$ cat src/logic/esr_ctrl_regs.vh
// Register offsets, fields, opcodes and timing counts of the erase suspend/resume controller
`ifndef ESR_CTRL_REGS_VH
`define ESR_CTRL_REGS_VH
// APB register byte offsets
`define ESR_OFF_CMD      12'h000
`define ESR_OFF_ADDR     12'h004
`define ESR_OFF_STAT1    12'h008
`define ESR_OFF_STAT2    12'h00C
`define ESR_OFF_INFO     12'h010
`define ESR_OFF_BANK     12'h014
`define ESR_OFF_ENGINE   12'h018
// Status field positions
`define ESR_S1_BUSY      0
`define ESR_S1_WEL       1
`define ESR_S1_PERR      6
`define ESR_S2_PSUS      0
`define ESR_S2_ESUS      1
// INFO register fields
`define ESR_I_ACCEPT     0
`define ESR_I_REFUSE     1
`define ESR_I_BULK       2
`define ESR_I_ESUSPEND   3
`define ESR_I_PSUSPEND   4
`define ESR_I_BADREAD    5
// ENGINE register fields (completion strobes from the self-timed engine)
`define ESR_E_ERASEDONE  0
`define ESR_E_PROGDONE   1
// Sector size: 256 kbyte sectors
`define ESR_SECT_LSB     18
// Opcodes
`define ESR_OP_CFG_WR    8'h01
`define ESR_OP_PG_WR     8'h02
`define ESR_OP_READ      8'h03
`define ESR_OP_STAT1_RD  8'h05
`define ESR_OP_UNLOCK    8'h06
`define ESR_OP_STAT2_RD  8'h07
`define ESR_OP_PG_WR4    8'h12
`define ESR_OP_BANK_RD   8'h16
`define ESR_OP_BANK_WR   8'h17
`define ESR_OP_CLR_STAT  8'h30
`define ESR_OP_QPG_WR    8'h32
`define ESR_OP_QPG_WR4   8'h34
`define ESR_OP_CFG_RD    8'h35
`define ESR_OP_QPG_WRB   8'h38
`define ESR_OP_BE        8'h60
`define ESR_OP_ESUSP     8'h75
`define ESR_OP_ERES      8'h7A
`define ESR_OP_PSUSP     8'h85
`define ESR_OP_PRES      8'h8A
`define ESR_OP_BANK_ACC  8'hB9
`define ESR_OP_BEB       8'hC7
`define ESR_OP_SE        8'hD8
`define ESR_OP_SE4       8'hDC
`define ESR_OP_VLOCK_RD  8'hE0
`define ESR_OP_VLOCK_WR  8'hE1
`define ESR_OP_PLOCK_RD  8'hE2
`define ESR_OP_PLOCK_ERS 8'hE4
`define ESR_OP_RESET     8'hF0
`define ESR_OP_MODE_CLR  8'hFF
// Default erase halt latency in bus clock cycles
`define ESR_HALT_LAT_CYC 16'h15F9
`endif

$ cat src/logic/esr_ctrl.v
// Erase suspend/resume command gate and status tracker with an APB slave
//
// Contract
// - Erase halt accepted only during sector erase
// - Erase halt ignored during bulk erase
// - Suspend completes within bounded latency
// - Only status reads while suspend settles
// - Busy bit clears when erase stops
// - Erase-suspended flag tells suspended versus finished
// - Erase continue ignored unless erase suspended
// - Reads in suspended sector flagged undefined
// - Config write, persistent erase refused in suspend
// - Write after bank access goes bank register
// - Program in suspended sector fails, error
// - Program done returns to erase suspend
// - Erase continue sets busy, repeats ignored
// - All array reads accepted in suspend
// - Bank read and write accepted in idle and suspend; only bank read while erase or program runs
// - Page writes only in erase suspend
// - Volatile lock commands only in erase suspend
// - Clear status, persistent read erase-suspend only
// - Nested program halt; program continue both
// - Mode bit clear accepted in suspend
// - Program-suspended flag tells suspended versus finished
`timescale 1ns/1ns
`default_nettype none
`include "esr_ctrl_regs.vh"

module esr_ctrl
#(
  parameter [15:0] SUSP_LAT_CYC = `ESR_HALT_LAT_CYC
)
(
  // Clock and reset
  input  wire        sys_clk,
  input  wire        nrst,
  // APB slave
  input  wire        psel,
  input  wire        penable,
  input  wire        pwrite,
  input  wire [11:0] paddr,
  input  wire [31:0] pwdata,
  output reg  [31:0] prdata,
  output reg         pready,
  output reg         pslverr,
  // Engine status outputs
  output reg         eraseRun,
  output reg         progRun,
  output reg         bankWrite
);

  // ==========================================================
  // States
  // ==========================================================
  localparam [2:0] ST_IDLE  = 3'd0;
  localparam [2:0] ST_SERS  = 3'd1; // sector erase running
  localparam [2:0] ST_BERS  = 3'd2; // bulk erase running
  localparam [2:0] ST_EWAIT = 3'd3; // erase suspend settling
  localparam [2:0] ST_ESUS  = 3'd4; // erase suspended
  localparam [2:0] ST_PROG  = 3'd5; // program running (maybe nested)
  localparam [2:0] ST_PWAIT = 3'd6; // program suspend settling
  localparam [2:0] ST_PSUS  = 3'd7; // program suspended

  reg [2:0]  state_r;
  reg        nested_r;     // program lives inside an erase suspend
  reg [31:0] addr_r;       // command address written by software
  reg [31:0] suspAddr_r;   // sector under erase
  reg [31:0] progAddr_r;
  reg [15:0] latCnt_r;
  reg        busy_r;
  reg        wel_r;
  reg        perr_r;
  reg        eSus_r;
  reg        pSus_r;
  reg        bankAccPend_r;
  reg [7:0]  bank_r;
  reg [7:0]  cfg_r;
  reg        accept_r;
  reg        refuse_r;
  reg        badRead_r;

  // ==========================================================
  // APB decode
  // ==========================================================
  wire apbWr    = psel & penable & pwrite;
  wire apbRd    = psel & penable & ~pwrite;
  wire mapped   = (paddr == `ESR_OFF_CMD) | (paddr == `ESR_OFF_ADDR) |
                  (paddr == `ESR_OFF_STAT1) | (paddr == `ESR_OFF_STAT2) |
                  (paddr == `ESR_OFF_INFO) | (paddr == `ESR_OFF_BANK) |
                  (paddr == `ESR_OFF_ENGINE);
  wire cmdStb   = apbWr & (paddr == `ESR_OFF_CMD) & ~pready;
  wire engStb   = apbWr & (paddr == `ESR_OFF_ENGINE) & ~pready;
  wire [7:0] op = pwdata[7:0];
  wire eraseDone = engStb & pwdata[`ESR_E_ERASEDONE];
  wire progDone  = engStb & pwdata[`ESR_E_PROGDONE];

  // Array reads of every width and data rate, plain and four-byte address
  wire isRead  = (op == `ESR_OP_READ) |
                 (op == 8'h13) |
                 (op == 8'h0B) |
                 (op == 8'h0C) |
                 (op == 8'h0D) |
                 (op == 8'h0E) |
                 (op == 8'h3B) |
                 (op == 8'h3C) |
                 (op == 8'h6B) |
                 (op == 8'h6C) |
                 (op == 8'hBB) |
                 (op == 8'hBC) |
                 (op == 8'hBD) |
                 (op == 8'hBE) |
                 (op == 8'hEB) |
                 (op == 8'hEC) |
                 (op == 8'hED) |
                 (op == 8'hEE);

  // Page writes, single and quad input
  wire isProg  = (op == `ESR_OP_PG_WR) |
                 (op == `ESR_OP_PG_WR4) |
                 (op == `ESR_OP_QPG_WR) |
                 (op == `ESR_OP_QPG_WRB) |
                 (op == `ESR_OP_QPG_WR4);

  // Status reads, the only commands while a halt settles
  wire isStat  = (op == `ESR_OP_STAT1_RD) |
                 (op == `ESR_OP_STAT2_RD);

  // Command address falls in the halted sector
  wire sameSec = (addr_r[31:`ESR_SECT_LSB] == suspAddr_r[31:`ESR_SECT_LSB]);

  // Allowed in both suspend kinds
  wire okBoth  = isRead |
                 isStat |
                 (op == `ESR_OP_BANK_ACC) |
                 (op == `ESR_OP_BANK_RD) |
                 (op == `ESR_OP_BANK_WR) |
                 (op == `ESR_OP_MODE_CLR) |
                 (op == `ESR_OP_PRES) |
                 (op == `ESR_OP_CFG_RD) |
                 (op == `ESR_OP_RESET) |
                 ((op == `ESR_OP_CFG_WR) & bankAccPend_r);
  // Extra commands allowed during erase suspend but not during program suspend
  wire okErs   = isProg |
                 (op == `ESR_OP_UNLOCK) |
                 (op == `ESR_OP_CLR_STAT) |
                 (op == `ESR_OP_VLOCK_RD) |
                 (op == `ESR_OP_VLOCK_WR) |
                 (op == `ESR_OP_PLOCK_RD) |
                 (op == `ESR_OP_PSUSP) |
                 (op == `ESR_OP_ERES);

  reg allowed;
  // Command allow-list per state
  always @*
  begin
    case (state_r)
      ST_EWAIT, ST_PWAIT: allowed = isStat;
      ST_ESUS:            allowed = okBoth | okErs;
      ST_PSUS:            allowed = okBoth;
      ST_IDLE:            allowed = 1'b1;
      default:            allowed = isStat | isRead | (op == `ESR_OP_ESUSP) |
                                    (op == `ESR_OP_PSUSP) | (op == `ESR_OP_BANK_RD);
    endcase
  end

  // ==========================================================
  // Main control
  // ==========================================================
  always @(posedge sys_clk or negedge nrst)
  begin
    if (!nrst)
    begin
      state_r    <= ST_IDLE;
      nested_r   <= 1'b0;
      addr_r     <= 32'h00000000;
      suspAddr_r <= 32'h00000000;
      progAddr_r <= 32'h00000000;
      latCnt_r   <= 16'h0000;
      busy_r     <= 1'b0;
      wel_r      <= 1'b0;
      perr_r     <= 1'b0;
      eSus_r     <= 1'b0;
      pSus_r     <= 1'b0;
      bankAccPend_r <= 1'b0;
      bank_r     <= 8'h00;
      cfg_r      <= 8'h00;
      accept_r   <= 1'b0;
      refuse_r   <= 1'b0;
      badRead_r  <= 1'b0;
      eraseRun   <= 1'b0;
      progRun    <= 1'b0;
      bankWrite  <= 1'b0;
    end
    else
    begin
      bankWrite <= 1'b0;
      // Command address latch
      if (apbWr & ~pready & (paddr == `ESR_OFF_ADDR))
        addr_r <= pwdata;
      // Suspend latency countdown
      if (state_r == ST_EWAIT || state_r == ST_PWAIT)
      begin
        if (latCnt_r != 16'h0000)
          latCnt_r <= latCnt_r - 16'h0001;
        else if (state_r == ST_EWAIT)
        begin
          state_r <= ST_ESUS;
          busy_r  <= 1'b0;
          eSus_r  <= 1'b1;
          eraseRun <= 1'b0;
        end
        else
        begin
          state_r <= ST_PSUS;
          busy_r  <= 1'b0;
          pSus_r  <= 1'b1;
          progRun <= 1'b0;
        end
      end
      // Engine completion: finished before suspend took effect leaves flag clear
      if (eraseDone & (state_r == ST_SERS || state_r == ST_BERS || state_r == ST_EWAIT))
      begin
        state_r  <= ST_IDLE;
        busy_r   <= 1'b0;
        eSus_r   <= 1'b0;
        wel_r    <= 1'b0;
        eraseRun <= 1'b0;
      end
      if (progDone & (state_r == ST_PROG || state_r == ST_PWAIT))
      begin
        state_r <= nested_r ? ST_ESUS : ST_IDLE;
        nested_r <= 1'b0;
        busy_r  <= 1'b0;
        pSus_r  <= 1'b0;
        wel_r   <= 1'b0;
        progRun <= 1'b0;
      end
      // Command decode
      if (cmdStb)
      begin
        accept_r <= allowed;
        refuse_r <= ~allowed;
        if (allowed)
        begin
          // Any other accepted command ends a pending bank access
          if (op != `ESR_OP_BANK_ACC)
            bankAccPend_r <= 1'b0;
          // Reads in the halted sector return undefined data
          if (isRead)
            badRead_r <= (state_r == ST_ESUS) & sameSec;
          case (op)
            `ESR_OP_UNLOCK:   wel_r <= 1'b1;
            `ESR_OP_BANK_ACC: bankAccPend_r <= 1'b1;
            `ESR_OP_BANK_WR:
            begin
              bank_r    <= pwdata[15:8];
              bankWrite <= 1'b1;
            end
            `ESR_OP_CFG_WR:
            begin
              // Right after a bank access the write lands in the bank register
              if (bankAccPend_r)
              begin
                bank_r    <= pwdata[15:8];
                bankWrite <= 1'b1;
              end
              else if (wel_r)
                cfg_r <= pwdata[15:8];
            end
            `ESR_OP_CLR_STAT: perr_r <= 1'b0;
            `ESR_OP_SE, `ESR_OP_SE4:
              if (wel_r & (state_r == ST_IDLE))
              begin
                state_r    <= ST_SERS;
                suspAddr_r <= addr_r;
                busy_r     <= 1'b1;
                eraseRun   <= 1'b1;
              end
            `ESR_OP_BE, `ESR_OP_BEB:
              if (wel_r & (state_r == ST_IDLE))
              begin
                state_r  <= ST_BERS;
                busy_r   <= 1'b1;
                eraseRun <= 1'b1;
              end
            `ESR_OP_ESUSP:
              if (state_r == ST_SERS)
              begin
                state_r  <= ST_EWAIT;
                latCnt_r <= SUSP_LAT_CYC;
              end
            `ESR_OP_ERES:
              if (state_r == ST_ESUS)
              begin
                state_r  <= ST_SERS;
                busy_r   <= 1'b1;
                eSus_r   <= 1'b0;
                eraseRun <= 1'b1;
              end
            `ESR_OP_PSUSP:
              if (state_r == ST_PROG)
              begin
                state_r  <= ST_PWAIT;
                latCnt_r <= SUSP_LAT_CYC;
              end
            `ESR_OP_PRES:
              if (state_r == ST_PSUS)
              begin
                state_r <= ST_PROG;
                busy_r  <= 1'b1;
                pSus_r  <= 1'b0;
                progRun <= 1'b1;
              end
            default:
              if (isProg & wel_r & (state_r == ST_IDLE || state_r == ST_ESUS))
              begin
                if ((state_r == ST_ESUS) & sameSec)
                begin
                  perr_r <= 1'b1;
                  wel_r  <= 1'b0;
                end
                else
                begin
                  state_r    <= ST_PROG;
                  nested_r   <= (state_r == ST_ESUS);
                  progAddr_r <= addr_r;
                  busy_r     <= 1'b1;
                  progRun    <= 1'b1;
                end
              end
          endcase
        end
      end
    end
  end

  // ==========================================================
  // APB answer: one wait state per access phase, read data registered
  // ==========================================================
  always @(posedge sys_clk or negedge nrst)
  begin
    if (!nrst)
    begin
      pready  <= 1'b0;
      pslverr <= 1'b0;
      prdata  <= 32'h00000000;
    end
    else
    begin
      // Each access phase is answered once, one cycle after it is taken
      pready  <= psel & penable & ~pready;
      pslverr <= psel & penable & ~pready & ~mapped;
      if (apbRd & ~pready)
      begin
        case (paddr)
          `ESR_OFF_ADDR:  prdata <= addr_r;
          `ESR_OFF_STAT1: prdata <= {25'h0000000, perr_r, 4'h0, wel_r, busy_r};
          `ESR_OFF_STAT2: prdata <= {30'h00000000, eSus_r, pSus_r};
          `ESR_OFF_INFO:  prdata <= {26'h0000000, badRead_r, state_r == ST_PSUS,
                                     state_r == ST_ESUS, state_r == ST_BERS,
                                     refuse_r, accept_r};
          `ESR_OFF_BANK:  prdata <= {16'h0000, cfg_r, bank_r};
          default:        prdata <= 32'h00000000;
        endcase
      end
    end
  end

endmodule
`default_nettype wire

$ cat config.mk
export PLATFORM = sky130hd
export DESIGN_NAME = esr_ctrl
export DESIGN_NICKNAME = d
export VERILOG_FILES = /design/src/logic/esr_ctrl.v
export VERILOG_INCLUDE_DIRS = /design/src /design/src/logic
export SDC_FILE = /design/constraint.sdc
export NUM_CORES = 1
export LEC_CHECK = 0
export ABC_CLOCK_PERIOD_IN_PS = 2200
export BUFFER_PORTS_ARGS = -buffer_cell sky130_fd_sc_hd__buf_2
export CAP_MARGIN = 10
export CELL_PAD_IN_SITES_DETAIL_PLACEMENT = 1
export CELL_PAD_IN_SITES_GLOBAL_PLACEMENT = 2
export CORE_MARGIN = 5
export CORE_UTILIZATION = 35
export CTS_BUF_LIST = sky130_fd_sc_hd__clkbuf_2 sky130_fd_sc_hd__clkbuf_4 sky130_fd_sc_hd__clkbuf_8
export DETAILED_ROUTE_END_ITERATION = 7
export GPL_ROUTABILITY_DRIVEN = 0
export GPL_TIMING_DRIVEN = 0
export PLACE_DENSITY = 0.75
export SYNTH_ARGS = -nofsm -noshare
export SYNTH_HDL_FRONTEND = slang
export SYNTH_SLANG_ARGS = --single-unit
$ cat constraint.sdc
create_clock -name sys_clk -period 2.2 [get_ports sys_clk]
set_clock_uncertainty 0.05 [all_clocks]
set_input_delay 0.33 -clock sys_clk [delete_from_list [all_inputs] [get_ports sys_clk]]
set_output_delay 0.33 -clock sys_clk [all_outputs]
set_load 0.05 [all_outputs]
Word level (Yosys, flattened, before mapping)
Index checks and enable logic that the tools add are counted.
{ "totals": {"register_bits": 146, "out_inout_bits": 37, "elab_cells": 284} }
{ "classes": {"n_addsub": 1, "eq_ne": 61, "muxes": 97, "bitwise": 75, "n_reduce_logical": 28} }
{ "ops": {"columns": ["operator", "n"], "rows": [
  ["one-hot mux 32 bit (5 select lines)", 1],
  ["equality test 8 bit, second input constant", 19],
  ["two-way mux 16 bit", 6],
  ["two-way mux 1 bit", 63],
  ["equality test 8 x 6 -> 1 bit, second input constant", 7],
  ["bitwise OR 1 bit", 48],
  ["two-way mux 3 bit", 15],
  ["equality test 8 x 7 -> 1 bit, second input constant", 5],
  ["equality test 12 x 5 -> 1 bit, second input constant", 3],
  ["OR reduction 12 bit", 3],
  ["equality test 8 x 4 -> 1 bit, second input constant", 4],
  ["equality test 8 x 5 -> 1 bit, second input constant", 4],
  ["one-hot mux 16 bit (2 select lines)", 1],
  ["equality test 12 x 4 -> 1 bit, second input constant", 2],
  ["equality test 8 x 3 -> 1 bit, second input constant", 3],
  ["bitwise AND 1 bit", 21],
  ["one-hot mux 3 bit (7 select lines)", 1],
  ["equality test 8 x 2 -> 1 bit, second input constant", 2],
  ["one-hot mux 8 bit (2 select lines)", 1],
  ["nonzero test 16 bit", 1],
  ["subtractor 16 x 1 -> 16 bit, second input constant", 1],
  ["equality test 14 bit", 1],
  ["OR reduction 13 bit", 1],
  ["equality test 12 x 3 -> 1 bit, second input constant", 1],
  ["other kinds (22)", 48]
]} }

Longest topological paths before layout
Gate-level depths: netlist of run 1.
{ "logic_depth": {"ltp_word": 31, "ltp_mapped": 10} }

Worst setup path before layout of run 1
Ideal clock, no wire load.
{ "synth_timing": {"path_type": "in2reg", "from": "input pwdata[2]", "to": "register cfg_r[0]", "setup_ps": 125, "arrival_ps": 2223, "setup_slack_ps": -198, "path_stages": 8, "n_path_buf": 2, "path_cell_list": "buf_2 -> and4b_1 -> and2_1 -> a221o_1 -> or3_4 -> o311a_1 -> buf_6 -> mux2_4"} }
{ "synth_between": {"elab_chain_len": 30, "elab_cells_between_ends": 86, "cone_classes": "eq/ne (41); mux (1); bitwise (43); reduce/logical (1)"} }
{ "synth_rtl": {"columns": ["element", "line", "rtl"], "rows": [
  ["from (decl)", "esr_ctrl.v:42", "input wire [31:0] pwdata,"],
  ["equality test 8 x 2 -> 1 bit (no line) / equality test 8 x 5 -> 1 bit (equally long branches)", null, null],
  ["bitwise OR 1 bit (17 in series)", "esr_ctrl.v:98", "wire isRead = (op == `ESR_OP_READ) |"],
  ["bitwise OR 1 bit", "esr_ctrl.v:132, esr_ctrl.v:161", null],
  ["bitwise OR 1 bit (8 in series)", "esr_ctrl.v:132", "wire okBoth = isRead |"],
  ["bitwise OR 1 bit", "esr_ctrl.v:158", "ST_ESUS: allowed = okBoth | okErs;"],
  ["one-hot mux 1 bit (4 select lines)", "esr_ctrl.v:156", "case (state_r)"],
  ["AND reduction 5 bit (no line) *", null, null],
  ["to (signal assigned)", "esr_ctrl.v:268", "cfg_r <= pwdata[15:8];"],
  ["to (decl)", "esr_ctrl.v:77", "reg [7:0] cfg_r;"]
]} }
Every way passes the cells marked *; elsewhere a longest branch is shown, timed or not.
A chain may end at the register's enable or synchronous reset.

Worst setup path in the final report of run 1
{ "layout_timing": {"from": "register addr_r[31]", "to": "register busy_r"} }
{ "layout_between": {"elab_chain_len": 7} }
{ "layout_rtl": {"columns": ["element", "line", "rtl"], "rows": [
  ["from (decl)", "esr_ctrl.v:66", "reg [31:0] addr_r;"],
  ["from (signal assigned)", "esr_ctrl.v:199", "addr_r <= pwdata;"],
  ["equality test 14 bit", "esr_ctrl.v:129", "wire sameSec = (addr_r[31:`ESR_SECT_LSB] == suspAddr_r[31:`ESR_SECT_LSB]);"],
  ["bitwise AND 1 bit", "esr_ctrl.v:317", "if ((state_r == ST_ESUS) & sameSec)"],
  ["two-way mux 1 bit", "esr_ctrl.v:317", null],
  ["two-way mux 1 bit", "esr_ctrl.v:315", "if (isProg & wel_r & (state_r == ST_IDLE || state_r == ST_ESUS))"],
  ["one-hot mux 1 bit (4 select lines)", "esr_ctrl.v:251", "case (op)"],
  ["two-way mux 1 bit", "esr_ctrl.v:243", "if (allowed)"],
  ["two-way mux 1 bit", "esr_ctrl.v:239", "if (cmdStb)"],
  ["to (signal assigned)", "esr_ctrl.v:233", "busy_r <= 1'b0;"],
  ["to (signal assigned)", "esr_ctrl.v:310", "busy_r <= 1'b1;"],
  ["to (signal assigned)", "esr_ctrl.v:327", "busy_r <= 1'b1;"],
  ["to (decl)", "esr_ctrl.v:70", "reg busy_r;"]
]} }
Every way passes these cells.

==> results of run 1 <==
cell usage in the layout, fill, tap and decap left out, types with 5 or more instances in the layout:
| cell type | netlist | routed |
|---|---|---|
| nand4_1 | 9 | 9 |
| xor2_1 | 13 | 13 |
| o21ai_0 | 27 | 26 |
| o21ai_1 | 16 | 16 |
| buf_4 | 4 | 38 |
| nand3_1 | 14 | 13 |
| nand2_1 | 72 | 67 |
| clkbuf_2 | 0 | 8 |
| nor3_2 | 0 | 6 |
| clkbuf_8 | 0 | 18 |
| clkbuf_1 | 21 | 11 |
| nor4_1 | 9 | 6 |
| xnor2_1 | 16 | 16 |
| inv_1 | 8 | 5 |
| nand4b_1 | 6 | 6 |
| o31a_1 | 5 | 5 |
| nor3_1 | 20 | 10 |
| nor4_4 | 0 | 5 |
| buf_2 | 12 | 86 |
| inv_6 | 0 | 5 |
| nor2_4 | 0 | 5 |
| mux2_4 | 8 | 16 |
| a21oi_1 | 9 | 7 |
| mux2_1 | 29 | 21 |
| o21a_1 | 6 | 5 |
| a221oi_1 | 11 | 11 |
| buf_6 | 1 | 11 |
| dfrtp_1 | 128 | 124 |
| mux2_2 | 27 | 27 |
| nor2b_1 | 9 | 6 |
| nor2_1 | 56 | 50 |
registers in the layout, summed over array words and instances (netlist names), 3 cells and up:
register	count
latCnt_r	16
addr_r	32
bank_r	8
prdata	32
suspAddr_r	14
state_r	3
cfg_r	8
where the power goes:
group	internal [W]	switching [W]	leakage (nW)
combinational	0.000146	0.000380	1.97
clock	0.000961	0.00106	0.195
sequential	0.00239	0.0000215	1.66
cells by family after synthesis:
group / share of synthesized area (%)
AO/OA/AOI/OAI: 12.5
XOR/XNOR: 3.89
adder cells (fa/ha/maj): 0.192
buffers and inverters: 3.28
flip-flops: 49.0
multiplexers: 11.5
AND/OR/NAND/NOR: 19.6
area by class of cell:
class	count	area, sq um
sequential	128	3210
tap	234	293
fill	2074	10000
timing repair buffer	125	786
clock inverter	14	146
clock buffer	18	248
buffer	37	238
inverter	8	33.8
multi-input combinational	452	3520
final timing paths:
| kind | to | slack, ns | depth (start not counted) |
|---|---|---|---|
| min in group asynchronous | addr_r[26]$_DFFE_PN0P_ | 0.37 | 2 |
| min reg2reg | prdata[19]$_DFFE_PN0P_ | 0.43 | 2 |
| max in group asynchronous | state_r[1]$_DFF_PN0_ | 0.97 | 3 |
| max | busy_r$_DFF_PN0_ | -0.007 | 7 |
| min | addr_r[18]$_DFFE_PN0P_ | 0.04 | 2 |
| max reg2reg | busy_r$_DFF_PN0_ | -0.007 | 7 |
worst register-to-register path, delay by kind of cell, from the launching register on:
family / cells / cell delay (ns)
and+or+nand+nor: 4 / 1.20
DFF: 1 / 0.42
AOI/OAI and AO/OA: 2 / 0.23
xor gates and xnor gates: 1 / 0.18
metrics by stage:
step | hold WS [ns] | std cells | setup WS (ns)
after global routing | 0.00637 | 1016 | -0.113
final | 0.0371 | 1016 | -0.00651
after global placement | 0.410 | 943 | -1.23
after floorplan | -0.0156 | 627 | -0.0677
after CTS | 0.00468 | 1000 | -0.0549
after detailed placement | 0.319 | 944 | -0.964
layer usage:
layer  vias to the layer above  GRT usage [%]  routed length, um
li1                       2562              -                  -
met3                        26           4.22                769
met4                         0           5.74                332
met1                      2772           24.6               9080
met2                       112           32.3               9940
met5                         -              0                  0
repair_timing:
action / CTS / global route
hold buffers: 1 / 0
endpoints found under the setup margin: 106 / 103
setup buffers: 25 / 16
pin swaps: 11 / 15
endpoints found under the hold margin: 66 / 0
gates resized for setup: 47 / 59
==> flow_summary.json, run 1 <==
{
  "initial_core_util_pct": 35.3,
  "synth_edf_count": 0,
  "vias_per_cell": 5.39,
  "drt_iter0_drc": 221,
  "status": "complete, but fails checks",
  "post-synth-top-count-cell": "dfrtp_1",
  "post_dp_cell_area_sq_um": 7340,
  "max_stage_delay_ns": 0.42,
  "critical_path_class": "reg2reg",
  "cts_sinks": 128,
  "detail-route-antenna-nets": 0,
  "io_pins": 86,
  "slew_violations": 0,
  "core_sq_um": 18500,
  "tritoncts.num_buffers": 17,
  "startpoint_type": "flip-flop",
  "tns_ns": -0.00658,
  "grt_max_degree": 68,
  "startpoint": "addr_r[31]$_DFFE_PN0P_",
  "vias": 5472,
  "worst_pin_slew_ns": 0.858,
  "dpl.hpwl_um": 14400,
  "drive_above_1_share_pct": 37.7,
  "critPathMaxFanout": 4,
  "hp-start": "pwdata[18]",
  "syn_area_per_cell_sq_um": 10.4,
  "die_height_um": 147,
  "placementRows": 50,
  "drc": 0,
  "fp.dieW_um": 147,
  "period_needed_ns": 2.21,
  "end_kind": "flip-flop",
  "grt_pass1_wl_um": 32800,
  "finalHoldViolations": 0,
  "cp.required_ns": 2.48,
  "stdcell_area_sq_um": 8480,
  "cellLeakagePower_nw": 3.83,
  "synthDistinctLibCells": 72,
  "area_delta_synth_final_pct": 29.8,
  "postLayoutSetupSlackWorst_ns": -0.00651,
  "grt_overflow": 0,
  "synthTopCellsByCount": "128 x dfrtp_1, 72 x nand2_1, 56 x nor2_1, 29 x mux2_1",
  "critical-path-slowest-cell": "dfrtp_1",
  "relSlewSlack_pct": 42.3,
  "yosysTopAreaCell": "dfrtp_1",
  "firstDrtPassIters": 4,
  "async_flop_share_pct": 100,
  "syn_area_sq_um": 6530,
  "power.density_nw_per_um2": 586,
  "violations": "negative setup slack",
  "worstPathBufferInverterCount": 0,
  "grt.total_usage_pct": 19.1,
  "final_util_pct": 45.8,
  "insertion_delay_ns": 0.45,
  "root_buffer": "clkbuf_8",
  "htree_num_levels": 4,
  "synth_fp_nets": 677,
  "die-area_sq_um": 21500,
  "finalSetupViolCount": 2,
  "postSynthCellCount": 627,
  "path_clk_slew_ns": 0.09,
  "fmax_mhz": 453,
  "period_share_pct": 100,
  "synthTopCellsByArea": "dfrtp_1 49%, mux2_1 5.0%, mux2_2 4.7%",
  "cp.arrival_ns": 2.49,
  "drv_cap": 0,
  "diodes": 0,
  "grt_pass1_vias": 5962,
  "vdd_drop_max_mv": 0.295,
  "synth_warnings": 0,
  "antenna_found_initial": 0,
  "port_buffers": 82,
  "critPathTopFamily": "simple AND/OR/NAND/NOR gates",
  "cts_tree": "built",
  "yosysSeqAreaShare_pct": 49.0,
  "ys.flop_type": "dfrtp_1",
  "totalWireLength_um": 20100,
  "nets": 819,
  "r2r_start": "addr_r[31]$_DFFE_PN0P_",
  "wl_per_cell_um": 19.8,
  "synth-seq-cells": 128,
  "synth.top_cell.area_share_pct": 49.0,
  "holdCritPathClass": "in2reg",
  "clockBufferDepth": 2,
  "fin_total_pwr_w": 0.00496,
  "worstPathCellList": "xor2_1 -> nor4_1 -> nand3_1 -> nor3_4 -> a21oi_4 -> nor4_4 -> o31ai_1",
  "rsz0062_at_grt": "yes"
}
Note: power is estimated with default switching activity, not from simulation.
==> run 2: changes to the inputs <==
--- a/config.mk
+++ b/config.mk
@@ -18,6 +18,7 @@
 export GPL_ROUTABILITY_DRIVEN = 0
 export GPL_TIMING_DRIVEN = 0
 export PLACE_DENSITY = 0.75
+export REMOVE_ABC_BUFFERS = 1
 export SYNTH_ARGS = -nofsm -noshare
 export SYNTH_HDL_FRONTEND = slang
 export SYNTH_SLANG_ARGS = --single-unit
==> flow_summary.json, run 2 (synthesis results as in run 1) <==
{
  "status": "complete, but fails checks",
  "violations": "negative setup slack",
  "fp.dieW_um": 147,
  "nets": 812,
  "regArea_sq_um": 3210,
  "slew_violations": 0,
  "area_delta_synth_final_pct": 31.7,
  "vdd_drop_max_mv": 0.321,
  "holdPathStages": 2,
  "vias": 5466,
  "tns_ns": -0.440,
  "cellLeakagePower_nw": 3.88,
  "cts_sinks": 128,
  "fmax_mhz": 439,
  "root_buffer": "clkbuf_8",
  "tritoncts.num_buffers": 17,
  "startpoint_type": "flip-flop",
  "initial_core_util_pct": 35.3,
  "r2r_end": "busy_r$_DFF_PN0_",
  "critical_path_class": "reg2reg",
  "drive_above_1_share_pct": 38.8,
  "place_worst_setup_slack_ns": -1.52,
  "antenna_found_initial": 0,
  "final_common_cell": "dfrtp_1",
  "grt_overflow": 0,
  "port_buffers": 85,
  "multi_input_area_sq_um": 3550,
  "core_sq_um": 18500,
  "biggestRegsByFlops": "addr_r: 32 flops, prdata: 32 flops, latCnt_r: 16 flops",
  "drc": 0,
  "r2r_start": "pready$_DFF_PN0_",
  "vias_per_cell": 5.43,
  "cp.required_ns": 2.47,
  "grt_max_degree": 103,
  "final_cell_mix": "125 x dfrtp_1, 79 x buf_2, 67 x nand2_1, 54 x buf_4, 47 x nor2_1",
  "diodes": 0,
  "hold_ws_ns": 0.0459,
  "firstDrtPassIters": 5,
  "grt.total_usage_pct": 18.3,
  "wl_per_cell_um": 20.1,
  "grt_pass1_wl_um": 31600,
  "period_share_pct": 104,
  "rsz0062_at_grt": "yes",
  "detail-route-antenna-nets": 0,
  "grt_pass1_vias": 5888,
  "path_clk_slew_ns": 0.08,
  "max_stage_delay_ns": 0.57,
  "die_height_um": 147,
  "holdPathEnd": "addr_r[16]$_DFFE_PN0P_",
  "clockBufferDepth": 2,
  "cts_tree": "built",
  "critPathMaxFanout": 4,
  "worst_pin_slew_ns": 0.665,
  "die-area_sq_um": 21500,
  "cp.arrival_ns": 2.55,
  "hp-start": "pwdata[16]",
  "insertion_delay_ns": 0.45,
  "dpl.hpwl_um": 12900,
  "drt_iter0_drc": 218,
  "totalWireLength_um": 20300,
  "holdCritPathClass": "in2reg",
  "relSlewSlack_pct": 55.4,
  "final_util_pct": 46.5,
  "end_kind": "flip-flop",
  "power.density_nw_per_um2": 589,
  "finalHoldViolations": 0,
  "postLayoutSetupSlackWorst_ns": -0.0804,
  "finalSetupViolCount": 16,
  "fillers": 2065,
  "critical-path-slowest-cell": "or4b_4",
  "rrSetupSlack_ns": -0.08,
  "drv_cap": 0,
  "placementRows": 50,
  "htree_num_levels": 4,
  "worstPathCellList": "nand3b_1 -> inv_2 -> nand2_4 -> or4b_4 -> nor3_4 -> nor2_1 -> nand3_1 -> o31ai_1",
  "io_pins": 86,
  "r2r_cells": 8,
  "period_needed_ns": 2.28
}
## run 2: changes by cell type in the layout (fill, tap and decap cells not counted), moves of 3 or more
cell | before | now
buf_2 | 86 | 79
clkbuf_1 | 11 | 0
inv_6 | 5 | 2
nor2_2 | 1 | 6
clkbuf_4 | 4 | 1
nor3_2 | 6 | 3
buf_4 | 38 | 54
nor2_1 | 50 | 47
clkbuf_2 | 8 | 0
## run 2: repair_timing
action / in CTS / in global routing
gates cloned: 1 / 1
hold endpoints to repair: 26 / 0
gates resized for setup: 49 / 57
pin swaps: 17 / 13
hold buffers: 1 / 0
endpoints found under the setup margin: 112 / 104
buffers inserted: 47 / 15
## run 2: metrics by stage
stage | total power [W] | instances | area (sq um)
finish | 0.00507 | 1007 | 8600
global route | 0.00527 | 1007 | 8600
CTS | 0.00511 | 992 | 8220
detailed placement | 0.00296 | 913 | 7200
global placement | 0.00293 | 907 | 7070
floorplan | 0.00272 | 588 | 6350
## run 2: metal layers
| layer | GRT usage, % | wire length, um | part of all wire, % |
|---|---|---|---|
| met3 | 3.79 | 966 | 4.8 |
| met1 | 23.8 | 8880 | 44 |
| met2 | 31.0 | 10100 | 50 |
| met5 | 0 | 0 | 0 |
| met4 | 5.41 | 275 | 1.4 |
## run 2: report_power, final
group / leakage (nW) / switching [W] / internal, W / total, W
Combinational: 2.02 / 0.000378 / 0.000144 / 0.000522
Clock: 0.194 / 0.000983 / 0.00114 / 0.00213
Sequential: 1.66 / 0.0000223 / 0.00239 / 0.00242
## run 2: how the worst max path moves through the flow
stage / slack, ns / to / cells after the start / from
2_1_floorplan: -1.24 / addr_r[0]$_DFFE_PN0P_ / 6 / paddr[1]
3_3_place_gp: -2.97 / addr_r[11]$_DFFE_PN0P_ / 7 / paddr[1]
3_5_place_dp: -1.52 / addr_r[2]$_DFFE_PN0P_ / 8 / paddr[1]
4_1_cts: -0.05 / state_r[2]$_DFF_PN0_ / 8 / pready$_DFF_PN0_
5_1_grt: -0.17 / busy_r$_DFF_PN0_ / 8 / pready$_DFF_PN0_
6_report: -0.08 / busy_r$_DFF_PN0_ / 8 / pready$_DFF_PN0_
## run 2: final cells by class
class | count | area share (%)
Clock buffer | 18 | 2.88
Sequential cell | 128 | 37.3
Clock inverter | 12 | 1.86
Timing Repair Buffer | 154 | 13.0
Inverter | 8 | 0.349
Tap cell | 234 | 3.40
Multi-Input combinational cell | 453 | 41.3
## run 2: critical path: cells and delay by family (launching register included)
family                 cells  cell delay [ns]
and+or+nand+nor            6             1.48
buffers and inverters      1             0.14
AOI/OAI and AO/OA          1             0.08
DFF                        1             0.40
